===== config.mk =====
export PLATFORM = sky130hd
export DESIGN_NAME = smo_top
export DESIGN_NICKNAME = d
export VERILOG_FILES = /design/src/core/smo_pkg.sv /design/src/core/smo_gap_if.sv /design/src/core/smo_top.sv /design/src/core/smo_gap_decoder.sv
export SDC_FILE = /design/constraint.sdc
export NUM_CORES = 1
export LEC_CHECK = 0
export BUFFER_PORTS_ARGS = -buffer_cell sky130_fd_sc_hd__buf_2
export CAP_MARGIN = 20
export CELL_PAD_IN_SITES_DETAIL_PLACEMENT = 2
export CELL_PAD_IN_SITES_GLOBAL_PLACEMENT = 2
export CORE_UTILIZATION = 37
export DETAILED_ROUTE_END_ITERATION = 10
export MAX_ROUTING_LAYER = met4
export PLACE_DENSITY_LB_ADDON = 0.1
export SLEW_MARGIN = 20
export SYNTH_ARGS = -nofsm -noshare
export SYNTH_HDL_FRONTEND = slang
export SYNTH_SLANG_ARGS = --single-unit

===== constraint.sdc =====
create_clock -name clk -period 5.53 [get_ports clk]
set_input_delay 1.106 -clock clk [delete_from_list [all_inputs] [get_ports clk]]
set_output_delay 1.106 -clock clk [all_outputs]
set_load 0.005 [all_outputs]

===== src/core/smo_pkg.sv =====
// Constants and types of the supply-modulated calibration and motor schedule block
package smo_pkg;
  localparam int CLK_HZ = 100_000_000;
  localparam int XTAL_HZ = 32768;
  // Crystal tick enable from the system clock, nearest whole divide
  localparam int XTAL_DIV = (CLK_HZ + XTAL_HZ / 2) / XTAL_HZ;
  localparam int XDIV_W = 12;

  // Gap windows in microseconds
  localparam int T1_MIN_US = 600;
  localparam int T1_MAX_US = 800;
  localparam int T2_MIN_US = 1600;
  localparam int T2_MAX_US = 1800;
  localparam int T3_MIN_US = 2600;
  localparam int T3_MAX_US = 2800;
  localparam int T4_MAX_US = 300;
  localparam int TIMEOUT_S = 2;
  localparam int MEAS2_BASE_US = 31250;
  localparam int INHIB_PULSE_HZ = 8192;
  localparam int OSC_DIVIDE = 1024;
  localparam int TEST_STEP_HZ = 8;
  localparam int TEST_DEPL_STEP_HZ = 32;
  localparam int BATT_NORMAL_MIN = 4;
  localparam int BURST_PERIOD_S = 4;
  localparam int BURST_PULSES = 4;
  localparam int BURST_GAP_TICKS = 1024;

  localparam int GAP_W = 8;
  localparam int CNT_W = 24;

  function automatic int us_ceil_ticks(input int us);
    return (us * XTAL_HZ + 999_999) / 1_000_000;
  endfunction

  function automatic int us_floor_ticks(input int us);
    return (us * XTAL_HZ) / 1_000_000;
  endfunction

  localparam int T1_LO = us_ceil_ticks(T1_MIN_US);
  localparam int T1_HI = us_floor_ticks(T1_MAX_US);
  localparam int T2_LO = us_ceil_ticks(T2_MIN_US);
  localparam int T2_HI = us_floor_ticks(T2_MAX_US);
  localparam int T3_LO = us_ceil_ticks(T3_MIN_US);
  localparam int T3_HI = us_floor_ticks(T3_MAX_US);
  localparam int T4_HI = us_floor_ticks(T4_MAX_US);
  localparam int MEAS1_HALF = OSC_DIVIDE / 2;
  localparam int MEAS2_BASE = us_floor_ticks(MEAS2_BASE_US);
  localparam int INHIB_STEP = XTAL_HZ / INHIB_PULSE_HZ;
  localparam int TEST_PERIOD = XTAL_HZ / TEST_STEP_HZ;
  localparam int TEST_DEPL_PERIOD = XTAL_HZ / TEST_DEPL_STEP_HZ;
  localparam int SEC_TICKS_DEF = XTAL_HZ;
  localparam int TIMEOUT_TICKS_DEF = TIMEOUT_S * XTAL_HZ;
  localparam int BATT_TICKS_DEF = BATT_NORMAL_MIN * 60 * XTAL_HZ;
  localparam int BURST_TICKS_DEF = BURST_PERIOD_S * XTAL_HZ;

  localparam logic [7:0] OTP_BLANK = 8'h00;
  localparam logic [7:0] SR_CLEAR = 8'h00;
  // Type-recognition word, value arbitrary
  localparam logic [7:0] WORD_D_VAL = 8'h5a;

  typedef enum logic [2:0] {
    ST_IDLE = 3'b000,
    ST_MEAS_OSC = 3'b001,
    ST_MEAS_INHIB = 3'b010,
    ST_WORD_A = 3'b011,
    ST_WORD_B = 3'b100,
    ST_WORD_C = 3'b101,
    ST_WORD_D = 3'b110
  } smo_state_e;
endpackage


===== src/core/smo_gap_if.sv =====
// Carrier between the gap decoder and the control logic
interface smo_gap_if;
  import smo_pkg::*;
  logic tick;
  logic mod_evt;
  logic restart;
  logic inc;
  logic shift;
  logic shift_bit;
  logic [GAP_W-1:0] gap;
  modport dec (input tick, mod_evt, restart, output inc, shift, shift_bit, gap);
  modport ctl (output tick, mod_evt, restart, input inc, shift, shift_bit, gap);
endinterface


===== src/core/smo_top.sv =====
// Supply-modulated calibration access, measuring outputs and motor step schedule
// Operation
// - Data shifted in LSB first, MSB last
// - Prestore then store copies register to word
// - Readback word by state, bit by pointer
// - Set cell enables supply load
// - Measuring states drive pad and load
// - State 1 outputs crystal divided by 1024
// - State 2 period base plus n steps
// - Pad low selects test mode, 8 Hz
// - Test mode checks every second
// - Test mode depleted steps 32 Hz, max
// - Battery sampled every four minutes
// - Depleted: four-pulse burst every 4 s
// - Depleted: no detection, highest level
// - Gap length selects count, zero, one
// - Start pulse gives state 1, clears register
// - States end on timeout, stop, store
// - States 3-5 words A-C, 6 check only
module smo_top
  import smo_pkg::*;
#(
  parameter int SEC_TICKS = SEC_TICKS_DEF,
  parameter int TIMEOUT_TICKS = TIMEOUT_TICKS_DEF,
  parameter int BATT_TICKS = BATT_TICKS_DEF,
  parameter int BURST_TICKS = BURST_TICKS_DEF,
  parameter int TICK_DIV = XTAL_DIV
)
(
  // Clock and reset
  input wire logic clk,
  input wire logic rst_b,
  // Supply level detectors
  input wire logic mod_det,
  input wire logic hv_det,
  input wire logic store_det,
  input wire logic batt_low,
  // Reset pad, three signals
  input wire logic reset_pad_in,
  output logic reset_pad_out,
  output logic reset_pad_oe_b,
  // Supply current load
  output logic load_en,
  // Motor schedule
  output logic motor_step,
  output logic motor_pol,
  output logic drive_max,
  output logic step_detect_en,
  output logic duty_adapt_tick,
  output logic battery_depleted
);
  logic [1:0] rst_sync;
  logic rst_n;
  logic [4:0] pin_m;
  logic [4:0] pin_s;
  logic [2:0] pin_d;
  logic mod_rise, hv_rise, store_rise;
  logic [XDIV_W-1:0] xdiv;
  logic tick;
  smo_state_e state;
  logic [7:0] sr;
  logic armed, data_last;
  logic [7:0] otp [0:2];
  logic [CNT_W-1:0] idle_cnt;
  logic timeout, wr_fire, stop_fire, meas, writable;
  logic [1:0] widx;
  logic [7:0] word_val;
  logic rd_bit;
  logic [CNT_W-1:0] meas_cnt, meas_period;
  logic meas_hi;
  logic test_mode;
  logic [1:0] oe_dly;
  logic [CNT_W-1:0] mot_cnt, mot_period, batt_cnt, batt_period;
  logic [1:0] burst_idx;
  logic mot_wrap, batt_wrap;

  smo_gap_if gif ();

  // Reset release through two flops
  always_ff @(posedge clk or negedge rst_b)
  begin
    if (!rst_b)
      rst_sync <= 2'h0;
    else
      rst_sync <= {rst_sync[0], 1'b1};
  end
  assign rst_n = rst_sync[1];

  // Pins: mod, hv, store, battery, pad
  always_ff @(posedge clk or negedge rst_n)
  begin
    if (!rst_n)
    begin
      pin_m <= 5'h10;
      pin_s <= 5'h10;
      pin_d <= 3'h0;
    end
    else
    begin
      pin_m <= {reset_pad_in, batt_low, store_det, hv_det, mod_det};
      pin_s <= pin_m;
      pin_d <= pin_s[2:0];
    end
  end
  assign mod_rise = pin_s[0] && !pin_d[0];
  assign hv_rise = pin_s[1] && !pin_d[1];
  assign store_rise = pin_s[2] && !pin_d[2];

  // Crystal-rate tick enable
  always_ff @(posedge clk or negedge rst_n)
  begin
    if (!rst_n)
      xdiv <= '0;
    else if (xdiv == XDIV_W'(TICK_DIV - 1))
      xdiv <= '0;
    else
      xdiv <= xdiv + XDIV_W'(1);
  end
  assign tick = (xdiv == XDIV_W'(TICK_DIV - 1));

  assign meas = (state == ST_MEAS_OSC) || (state == ST_MEAS_INHIB);
  // only words A to C take a store
  assign writable = (state == ST_WORD_A) || (state == ST_WORD_B) || (state == ST_WORD_C);
  assign widx = 2'(state - ST_WORD_A);
  // idle time since last supply pulse
  assign timeout = (state != ST_IDLE) && tick && (idle_cnt >= CNT_W'(TIMEOUT_TICKS - 1));
  // store level while armed writes the word
  assign wr_fire = store_rise && armed && writable;
  // A high pulse not following data closely is a stop
  assign stop_fire = hv_rise && (state != ST_IDLE) &&
                     !(data_last && writable && gif.gap <= GAP_W'(T4_HI));

  assign gif.tick = tick;
  assign gif.mod_evt = mod_rise && (state != ST_IDLE);
  assign gif.restart = hv_rise || store_rise || timeout;

  smo_gap_decoder u_dec (
    .clk (clk),
    .rst_n (rst_n),
    .gif (gif)
  );

  always_ff @(posedge clk or negedge rst_n)
  begin
    if (!rst_n)
      idle_cnt <= '0;
    else if (mod_rise || hv_rise || store_rise || state == ST_IDLE)
      idle_cnt <= '0;
    else if (tick)
      idle_cnt <= idle_cnt + CNT_W'(1);
  end

  // Instruction counter
  always_ff @(posedge clk or negedge rst_n)
  begin
    if (!rst_n)
      state <= ST_IDLE;
    else if (timeout || store_rise || stop_fire)
      state <= ST_IDLE;
    else if (hv_rise && state == ST_IDLE)
      state <= ST_MEAS_OSC;
    else if (gif.inc)
    begin
      case (state)
        ST_IDLE: state <= ST_IDLE;
        ST_WORD_D: state <= ST_WORD_D;
        default: state <= smo_state_e'(state + 3'h1);
      endcase
    end
  end

  // Shift register and prestore arming
  always_ff @(posedge clk or negedge rst_n)
  begin
    if (!rst_n)
    begin
      sr <= SR_CLEAR;
      armed <= 1'b0;
      data_last <= 1'b0;
    end
    else if (hv_rise && state == ST_IDLE)
    begin
      sr <= SR_CLEAR;
      armed <= 1'b0;
      data_last <= 1'b0;
    end
    else if (timeout || store_rise || stop_fire)
    begin
      armed <= 1'b0;
      data_last <= 1'b0;
    end
    // prestore shortly after the last data bit
    else if (hv_rise)
      armed <= 1'b1;
    // new bit enters at bit 8 and moves toward bit 1
    else if (gif.shift)
    begin
      sr <= {gif.shift_bit, sr[7:1]};
      data_last <= 1'b1;
    end
    else if (gif.inc)
      data_last <= 1'b0;
  end

  // Fuses only ever go from blank to set, so a store ORs in
  always_ff @(posedge clk or negedge rst_n)
  begin
    if (!rst_n)
    begin
      otp[0] <= OTP_BLANK;
      otp[1] <= OTP_BLANK;
      otp[2] <= OTP_BLANK;
    end
    else if (wr_fire)
      otp[widx] <= otp[widx] | sr;
  end

  // word from state, bit from pointer position
  always_comb
  begin
    case (state)
      ST_WORD_A: word_val = otp[0];
      ST_WORD_B: word_val = otp[1];
      ST_WORD_C: word_val = otp[2];
      ST_WORD_D: word_val = WORD_D_VAL;
      default: word_val = OTP_BLANK;
    endcase
  end
  assign rd_bit = ($countones(sr) == 1) && ((word_val & sr) != 8'h00);

  assign meas_period = (state == ST_MEAS_OSC) ? CNT_W'(OSC_DIVIDE) :
                       CNT_W'(MEAS2_BASE) + CNT_W'(INHIB_STEP) * CNT_W'(otp[0][7:1]);
  assign meas_hi = meas && (meas_cnt < CNT_W'(MEAS1_HALF));

  always_ff @(posedge clk or negedge rst_n)
  begin
    if (!rst_n)
      meas_cnt <= '0;
    else if (!meas)
      meas_cnt <= '0;
    else if (tick)
      meas_cnt <= (meas_cnt >= meas_period - CNT_W'(1)) ? '0 : meas_cnt + CNT_W'(1);
  end

  // load follows cell or measuring signal
  always_ff @(posedge clk or negedge rst_n)
  begin
    if (!rst_n)
    begin
      reset_pad_out <= 1'b0;
      reset_pad_oe_b <= 1'b1;
      load_en <= 1'b0;
    end
    else
    begin
      reset_pad_out <= meas_hi;
      reset_pad_oe_b <= !meas;
      load_en <= meas ? meas_hi : rd_bit;
    end
  end

  // Pad copy lags our own release by two cycles
  always_ff @(posedge clk or negedge rst_n)
  begin
    if (!rst_n)
      oe_dly <= 2'h3;
    else
      oe_dly <= {oe_dly[0], reset_pad_oe_b};
  end

  // pad held low means test; ignored while we drive it
  assign test_mode = !pin_s[4] && reset_pad_oe_b && (oe_dly == 2'h3);

  assign batt_period = test_mode ? CNT_W'(SEC_TICKS) : CNT_W'(BATT_TICKS);
  assign batt_wrap = tick && (batt_cnt >= batt_period - CNT_W'(1));

  always_ff @(posedge clk or negedge rst_n)
  begin
    if (!rst_n)
    begin
      batt_cnt <= '0;
      battery_depleted <= 1'b0;
      duty_adapt_tick <= 1'b0;
    end
    else
    begin
      duty_adapt_tick <= batt_wrap;
      if (batt_wrap)
      begin
        batt_cnt <= '0;
        battery_depleted <= pin_s[3];
      end
      else if (tick)
        batt_cnt <= batt_cnt + CNT_W'(1);
    end
  end

  always_comb
  begin
    if (test_mode)
      mot_period = battery_depleted ? CNT_W'(TEST_DEPL_PERIOD) : CNT_W'(TEST_PERIOD);
    else if (!battery_depleted)
      mot_period = CNT_W'(SEC_TICKS);
    else if (burst_idx != 2'(BURST_PULSES - 1))
      mot_period = CNT_W'(BURST_GAP_TICKS);
    else
      mot_period = CNT_W'(BURST_TICKS) - CNT_W'((BURST_PULSES - 1) * BURST_GAP_TICKS);
  end
  assign mot_wrap = tick && (mot_cnt >= mot_period - CNT_W'(1));

  always_ff @(posedge clk or negedge rst_n)
  begin
    if (!rst_n)
    begin
      mot_cnt <= '0;
      burst_idx <= 2'h0;
      motor_step <= 1'b0;
      motor_pol <= 1'b0;
    end
    else
    begin
      motor_step <= mot_wrap;
      if (mot_wrap)
      begin
        mot_cnt <= '0;
        motor_pol <= !motor_pol;
        burst_idx <= (battery_depleted && !test_mode) ? burst_idx + 2'h1 : 2'h0;
      end
      else if (tick)
        mot_cnt <= mot_cnt + CNT_W'(1);
    end
  end

  always_ff @(posedge clk or negedge rst_n)
  begin
    if (!rst_n)
    begin
      drive_max <= 1'b0;
      step_detect_en <= 1'b1;
    end
    else
    begin
      drive_max <= battery_depleted;
      step_detect_en <= !battery_depleted;
    end
  end
endmodule // smo_top


===== src/core/smo_gap_decoder.sv =====
// Times gaps between modulation pulses in crystal ticks and classifies them
module smo_gap_decoder
  import smo_pkg::*;
(
  // Clock and reset
  input wire logic clk,
  input wire logic rst_n,
  // Control side
  smo_gap_if.dec gif
);
  logic has_ref;

  function automatic logic in_win(input logic [GAP_W-1:0] g, input int lo, input int hi);
    return (g >= GAP_W'(lo)) && (g <= GAP_W'(hi));
  endfunction

  always_ff @(posedge clk or negedge rst_n)
  begin
    if (!rst_n)
      gif.gap <= '0;
    else if (gif.mod_evt || gif.restart)
      gif.gap <= '0;
    else if (gif.tick && gif.gap != '1)
      gif.gap <= gif.gap + GAP_W'(1);
  end

  // First pulse after a restart only sets the time reference
  always_ff @(posedge clk or negedge rst_n)
  begin
    if (!rst_n)
      has_ref <= 1'b0;
    else if (gif.restart)
      has_ref <= 1'b0;
    else if (gif.mod_evt)
      has_ref <= 1'b1;
  end

  // gap windows to count, zero or one
  always_ff @(posedge clk or negedge rst_n)
  begin
    if (!rst_n)
    begin
      gif.inc <= 1'b0;
      gif.shift <= 1'b0;
      gif.shift_bit <= 1'b0;
    end
    else
    begin
      gif.inc <= gif.mod_evt && has_ref && !gif.restart && in_win(gif.gap, T1_LO, T1_HI);
      gif.shift <= gif.mod_evt && has_ref && !gif.restart &&
                   (in_win(gif.gap, T2_LO, T2_HI) || in_win(gif.gap, T3_LO, T3_HI));
      gif.shift_bit <= in_win(gif.gap, T3_LO, T3_HI);
    end
  end
endmodule // smo_gap_decoder


[Word-level counts from Yosys, hierarchy flattened]
Index checks and enable logic that the tools add are counted.
Word-level totals
  latch bits: 0
  bits in writable memories: 0
  memories kept: 0
  word-level logic and storage cells: 194
  ROM bits: 0
  register bits after elaboration: 185
  output and inout port bits: 9
Operators by class
  shift operators: 0
  $lt $le $gt $ge: 14
  equal/unequal tests: 15
  bitwise logic cells: 3
  add/sub/neg operators: 20
  divide/modulo/power cells: 0
  multiply operators: 0
  multiplexer cells: 45
  reductions and logical operators: 65
Operator list (count)
  2-to-1 mux 24 bit: 9
  adder 24 x 1 -> 24 bit (second input constant): 4
  greater-or-equal comparator 24 bit: 3
  2-to-1 mux 8 bit: 9
  2-to-1 mux 17 bit: 3
  case mux 8 bit (4 select lines): 1
  logical AND 1 bit: 29
  bitwise mux 24 bit: 1
  greater-or-equal comparator 24 x 16 -> 1 bit (second input constant): 1
  < comparator 24 x 10 -> 1 bit (second input constant): 1
  2-to-1 mux 12 bit: 2
  subtractor 23 x 1 -> 24 bit (second input constant): 1
  subtractor 24 x 1 -> 24 bit (second input constant): 1
  2-to-1 mux 23 bit: 1
  binary-select mux 8 bit (select 2 bit): 1
  demux 8 bit (select 2 bit): 1
  2-to-1 mux 13 bit: 1
  subtractor 12 x 1 -> 13 bit (second input constant): 1
  adder 11 x 9 -> 12 bit (first input constant): 1
  adder 12 x 1 -> 12 bit (second input constant): 1
  equality test 12 bit (second input constant): 1
  logical OR 1 bit: 12
  nonzero test 2 bit: 6
  2-to-1 mux 1 bit: 11
  other kinds (38): 60

[Depth between registers and ports, before layout]
  word-level depth: 10
  depth in mapped cells: 16
  mapped depth without buffers: 15

[Hierarchy]
A second synthesis with hierarchy kept.
Unflattened totals
  cell total of the unflattened synthesis: 1032
  area total of the unflattened synthesis: 10032.1 um2
Modules (own cells, without submodules)
  smo_top: cells each 959, instances 1, seq. area each 4336.7 um2, area each 9331.4 um2
  smo_gap_decoder: cells each 73, instances 1, seq. area each 300.3 um2, area each 700.7 um2

[Worst setup path after synthesis]
OpenSTA, ideal clock, no wires.
  path kind: register to register
  from: reg state[0]
  to: reg meas_cnt[14]
  setup slack: 2.457 ns
  stages on the path, launching flop included: 16
  required time: 5.458 ns
  path buffers: 1
  library setup time: 0.072 ns
  arrival: 3.001 ns
  cell sequence: dfrtp_1 -> ha_1 -> nand2_1 -> nand2_1 -> ha_1 -> o21ai_0 -> nor3_1 -> a21oi_1 -> a21oi_1 -> ha_1 -> a21o_1 -> a311o_1 -> a2111oi_4 -> nor2_2 -> buf_2 -> nor2_1
Between the ends
  word-level cells in the longest chain between the ends: 7
  elaborated cells between the ends (all ways): 10
Ends and longest elaborated chain
  from (decl): line smo_top.sv:60  | smo_state_e state;
  from (signal assigned): line smo_top.sv:167  | default: state <= smo_state_e'(state + 3'h1);
  equality test 3 x 1 -> 1 bit: line smo_top.sv:121, smo_top.sv:231
  2-to-1 mux 12 bit: line smo_top.sv:231  | assign meas_period = (state == ST_MEAS_OSC) ? CNT_W'(OSC_DIVIDE) :
  subtractor 12 x 1 -> 13 bit: line smo_top.sv:242  | meas_cnt <= (meas_cnt >= meas_period - CNT_W'(1)) ? '0 : meas_cnt + CNT_W'(1);
  greater-or-equal comparator 24 bit: line smo_top.sv:242
  2-to-1 mux 24 bit: line smo_top.sv:242
  2-to-1 mux 24 bit: line smo_top.sv:241  | else if (tick)
  2-to-1 mux 24 bit: line smo_top.sv:239  | else if (!meas)
  to (signal assigned): line smo_top.sv:242
  to (decl): line smo_top.sv:69  | logic [CNT_W-1:0] meas_cnt, meas_period;
Several ways; a longest one is shown, not always the timed one. The select of a mux whose other input is x is not followed.
A chain may end at the register's enable or synchronous reset.

[Worst setup path in the final report]
  from: reg state[0]
  to: reg meas_cnt[10]
The elaborated chain is that of the path after synthesis.

==> impl_metrics.csv <==
group,metric,value,unit
run_status,status,"completed",
grt,grt_max_degree,184,
routing,route.vias.total,7588,
synth,ys_seq_area_share,47.5,%
floorplan,pin_count,16,
floorplan,dieArea,27000,sq um
pwr,ir_worst_vdd,235,uV
floorplan,die_w,164,um
pwr,leakage,4.56,nW
pwr,power,2.92,mW
flow_run,drv_cap,0,
sta,rsz0062_at_grt,"no",
routing,firstDrtPassIters,5,
synth,yosys_warnings,0,
sta,tns,0,ns
cts,cts_resized,0,
finish,nets,1067,
grt,grt-ovfl-total,0,
cts,cts.clk_slew.worst_paths,0.08,ns
cts,worstSkewPairLatency,0.44,ns
sta,timing.slew.headroom,24.6,%
placement,place_inst,1328,
cts,cts_root_buf,"clkbuf_16",
synth,synth_cells,1006,
finish,drive_gt1_share,8.20,%
sta,drv_slew,0,
routing,wl,25000,um
floorplan,start_util,37.6,%
critical_path,r2r-start,"state[0]$_DFFE_PN0P_",
grt,grt_pass1_wl,43100,um
critical_path,cp-start-kind,"flip-flop",
synth,synth_top_flop_cell,"dfrtp_1",
routing,post-route-drc-count,0,
cts,cts.hold.buffers_added,0,
cts,cts_sinks,185,
placement,dpl.hpwl,16900,um
sta,worst_pin_slew,1.13,ns
floorplan,die_h,164,um
routing,final_antenna_net_count,0,
critical_path,cp_max_fo,15,
synth,async_reset_ff_share,100,%
sta,fmax,258,MHz
cts,cts_buffers,17,
sta,setup_violations,0,
critical_path,ff2ff_path_depth,11,
routing,wl_per_cell,18.4,um
floorplan,fp-row-count,59,
sta,period_minus_slack,3.87,ns
synth,synthesis.area,9760,sq um
grt,grtUsageTotal,20.6,%
synth,synth-edff-count,0,
cts,cts_tree,"yes",
grt,antenna_found_initial,0,
finish,final_cells,1360,
finish,fin_area,10700,sq um
synth,ys_ff_latch,185,
critical_path,endpoint,"meas_cnt[10]$_DFFE_PN0P_",
placement,gp_congestion,0.804,
grt,first_global_vias,8305,
critical_path,startpoint,"state[0]$_DFFE_PN0P_",
cts,clock_path_buffers,2,
placement,postPlaceCellArea,10200,sq um
hold_path,hold_path_class,"flip-flop to flip-flop",
critical_path,crit_type,"flip-flop to flip-flop",
routing,drt_iter0_drc,331,
cts,postCtsSetupBuffers,0,
floorplan,core-area,26000,sq um
routing,viasPerCell,5.58,
synth,avgSynthCellArea,9.70,sq um
critical_path,r2r-end,"meas_cnt[10]$_DFFE_PN0P_",
placement,port_buffers,15,
finish,area_growth,10.1,%
sta,hold_viol_final,0,
sta,finClkSkew,0.0141,ns
critical_path,reg2reg_slack,1.66,ns
finish,fin_util,41.3,%
finish,antennaDiodeCount,0,
synth,yosysUniqueCellTypes,69,
pwr,powerDensity,272,nW/um^2
cts,cts_max_level,4,
critical_path,crit_arrival,4.22,ns
sta,fin_crit_sh,70.0,%
critical_path,critPathRequiredTime,5.88,ns
critical_path,end_kind,"flip-flop",
==> placed cells by master, fill, tap and decap left out, drive strengths merged, types with 8 or more instances in the layout <==
cell type / count
dfrtp: 179
nor2: 107
nand2: 87
o21ai: 59
xnor2: 58
inv: 54
nand3: 44
ha: 44
a21oi: 39
nand4: 35
nor4: 29
nor3: 25
and3: 22
buf: 20
xor2: 19
clkbuf: 17
and4: 12
a31oi: 12
mux2i: 12
mux2: 11
or3: 10
nor2b: 8
a211oi: 8
o211ai: 8
nand2b: 8
==> power by group <==
group | switching [mW] | internal (mW) | total [mW]
Clock | 0.596 | 0.595 | 1.19
Combinational | 0.245 | 0.0769 | 0.322
Sequential | 0.0244 | 1.39 | 1.41
==> final cells by class <==
class / count / area, sq um
clock buffer: 17 / 425
clock inverter: 15 / 136
fill: 2823 / 15200
inverter: 48 / 180
multi-input combinational: 740 / 4800
sequential: 185 / 4640
tap: 335 / 419
timing repair buffer: 20 / 138
==> synth_stat cells, drive strengths merged (6+ instances only) <==
| master | number | area share [%] |
|---|---|---|
| nor4 | 29 | 1.9 |
| buf | 9 | 0.51 |
| nand2 | 87 | 3.3 |
| o21ai | 59 | 3.0 |
| clkbuf | 25 | 0.97 |
| dfstp | 6 | 1.6 |
| and3 | 22 | 1.4 |
| a31oi | 12 | 0.77 |
| a221oi | 7 | 0.63 |
| o211ai | 8 | 0.62 |
| xnor2 | 58 | 5.2 |
| nand2b | 8 | 0.51 |
| and2 | 6 | 0.38 |
| and4 | 12 | 1.1 |
| dfrtp | 179 | 46 |
| nor3 | 25 | 1.3 |
| nand3 | 44 | 2.3 |
| inv | 47 | 1.8 |
| mux2i | 12 | 1.2 |
| or3 | 10 | 0.74 |
| xor2 | 19 | 1.8 |
| ha | 44 | 5.6 |
| a21oi | 39 | 2.2 |
| nor2b | 8 | 0.51 |
| nand4 | 35 | 2.3 |
| o22ai | 7 | 0.45 |
| mux2 | 11 | 1.3 |
| a211oi | 8 | 0.62 |
| nand3b | 6 | 0.46 |
| nor2 | 107 | 4.2 |
==> registers in the layout (all words and copies together), names as in the netlist, 2 cells and up <==
name	count
batt_cnt	24
idle_cnt	24
meas_cnt	24
mot_cnt	24
otp	24
xdiv	12
sr	8
u_dec.gif.gap	8
pin_m	5
pin_s	5
pin_d	3
state	3
burst_idx	2
oe_dly	2
rst_sync	2
==> routing by layer <==
metal | wire [um] | global-route usage [%] | vias up | part of all wire, %
met1 | 12000 | 25.8 | 3922 | 48
met2 | 12500 | 34.5 | 36 | 50
met4 | 297 | 5.92 | 0 | 1.2
met3 | 307 | 2.86 | 19 | 1.2
li1 | - | - | 3611 | -
met5 | 0 | - | - | 0
==> metrics by stage <==
step | hold slack, ns | worst slack (ns)
final | 0.356 | 1.66
after global placement | 0.335 | 1.77
after global routing | 0.361 | 1.28
after detailed placement | 0.339 | 1.71
after CTS | 0.360 | 1.65
after floorplan | 0.331 | 0.00370
==> worst max-delay path: stages (launching register included) <==
cell       delay [ns]
dfrtp_1          0.68
ha_1             0.40
nor2b_1          0.40
o21ai_0          0.29
a21oi_1          0.21
a21oi_1          0.09
ha_1             0.19
a21o_1           0.17
a311o_1          0.42
a2111oi_4        0.44
nor2_2           0.24
o31ai_1          0.26
==> cell families (layout without fill, tap and decap cells) <==
family / Yosys count / after routing / synth area share (%)
AOI/OAI and AO/OA: 173 / 173 / 11.4
xor gates and xnor gates: 77 / 77 / 6.99
adders and majority gates: 48 / 48 / 6.46
buffers and inverters: 82 / 100 / 3.33
DFF: 185 / 185 / 47.5
muxes: 23 / 23 / 2.50
other: 1 / 2 / 0.0384
and+or+nand+nor: 417 / 417 / 21.8
==> worst min path at each step <==
stage | cells past startpoint | from | slack, ns | to
after detailed placement | 0 | pin_m[1]$_DFF_PN0_ | 0.34 | pin_s[1]$_DFF_PN0_
after CTS | 0 | pin_m[4]$_DFF_PN1_ | 0.36 | pin_s[4]$_DFF_PN1_
final | 0 | pin_m[2]$_DFF_PN0_ | 0.36 | pin_s[2]$_DFF_PN0_
after global placement | 0 | pin_m[1]$_DFF_PN0_ | 0.33 | pin_s[1]$_DFF_PN0_
after global routing | 0 | pin_m[4]$_DFF_PN1_ | 0.36 | pin_s[4]$_DFF_PN1_
after floorplan | 0 | pin_m[0]$_DFF_PN0_ | 0.33 | pin_s[0]$_DFF_PN0_
(Power assumes the default switching activity.)
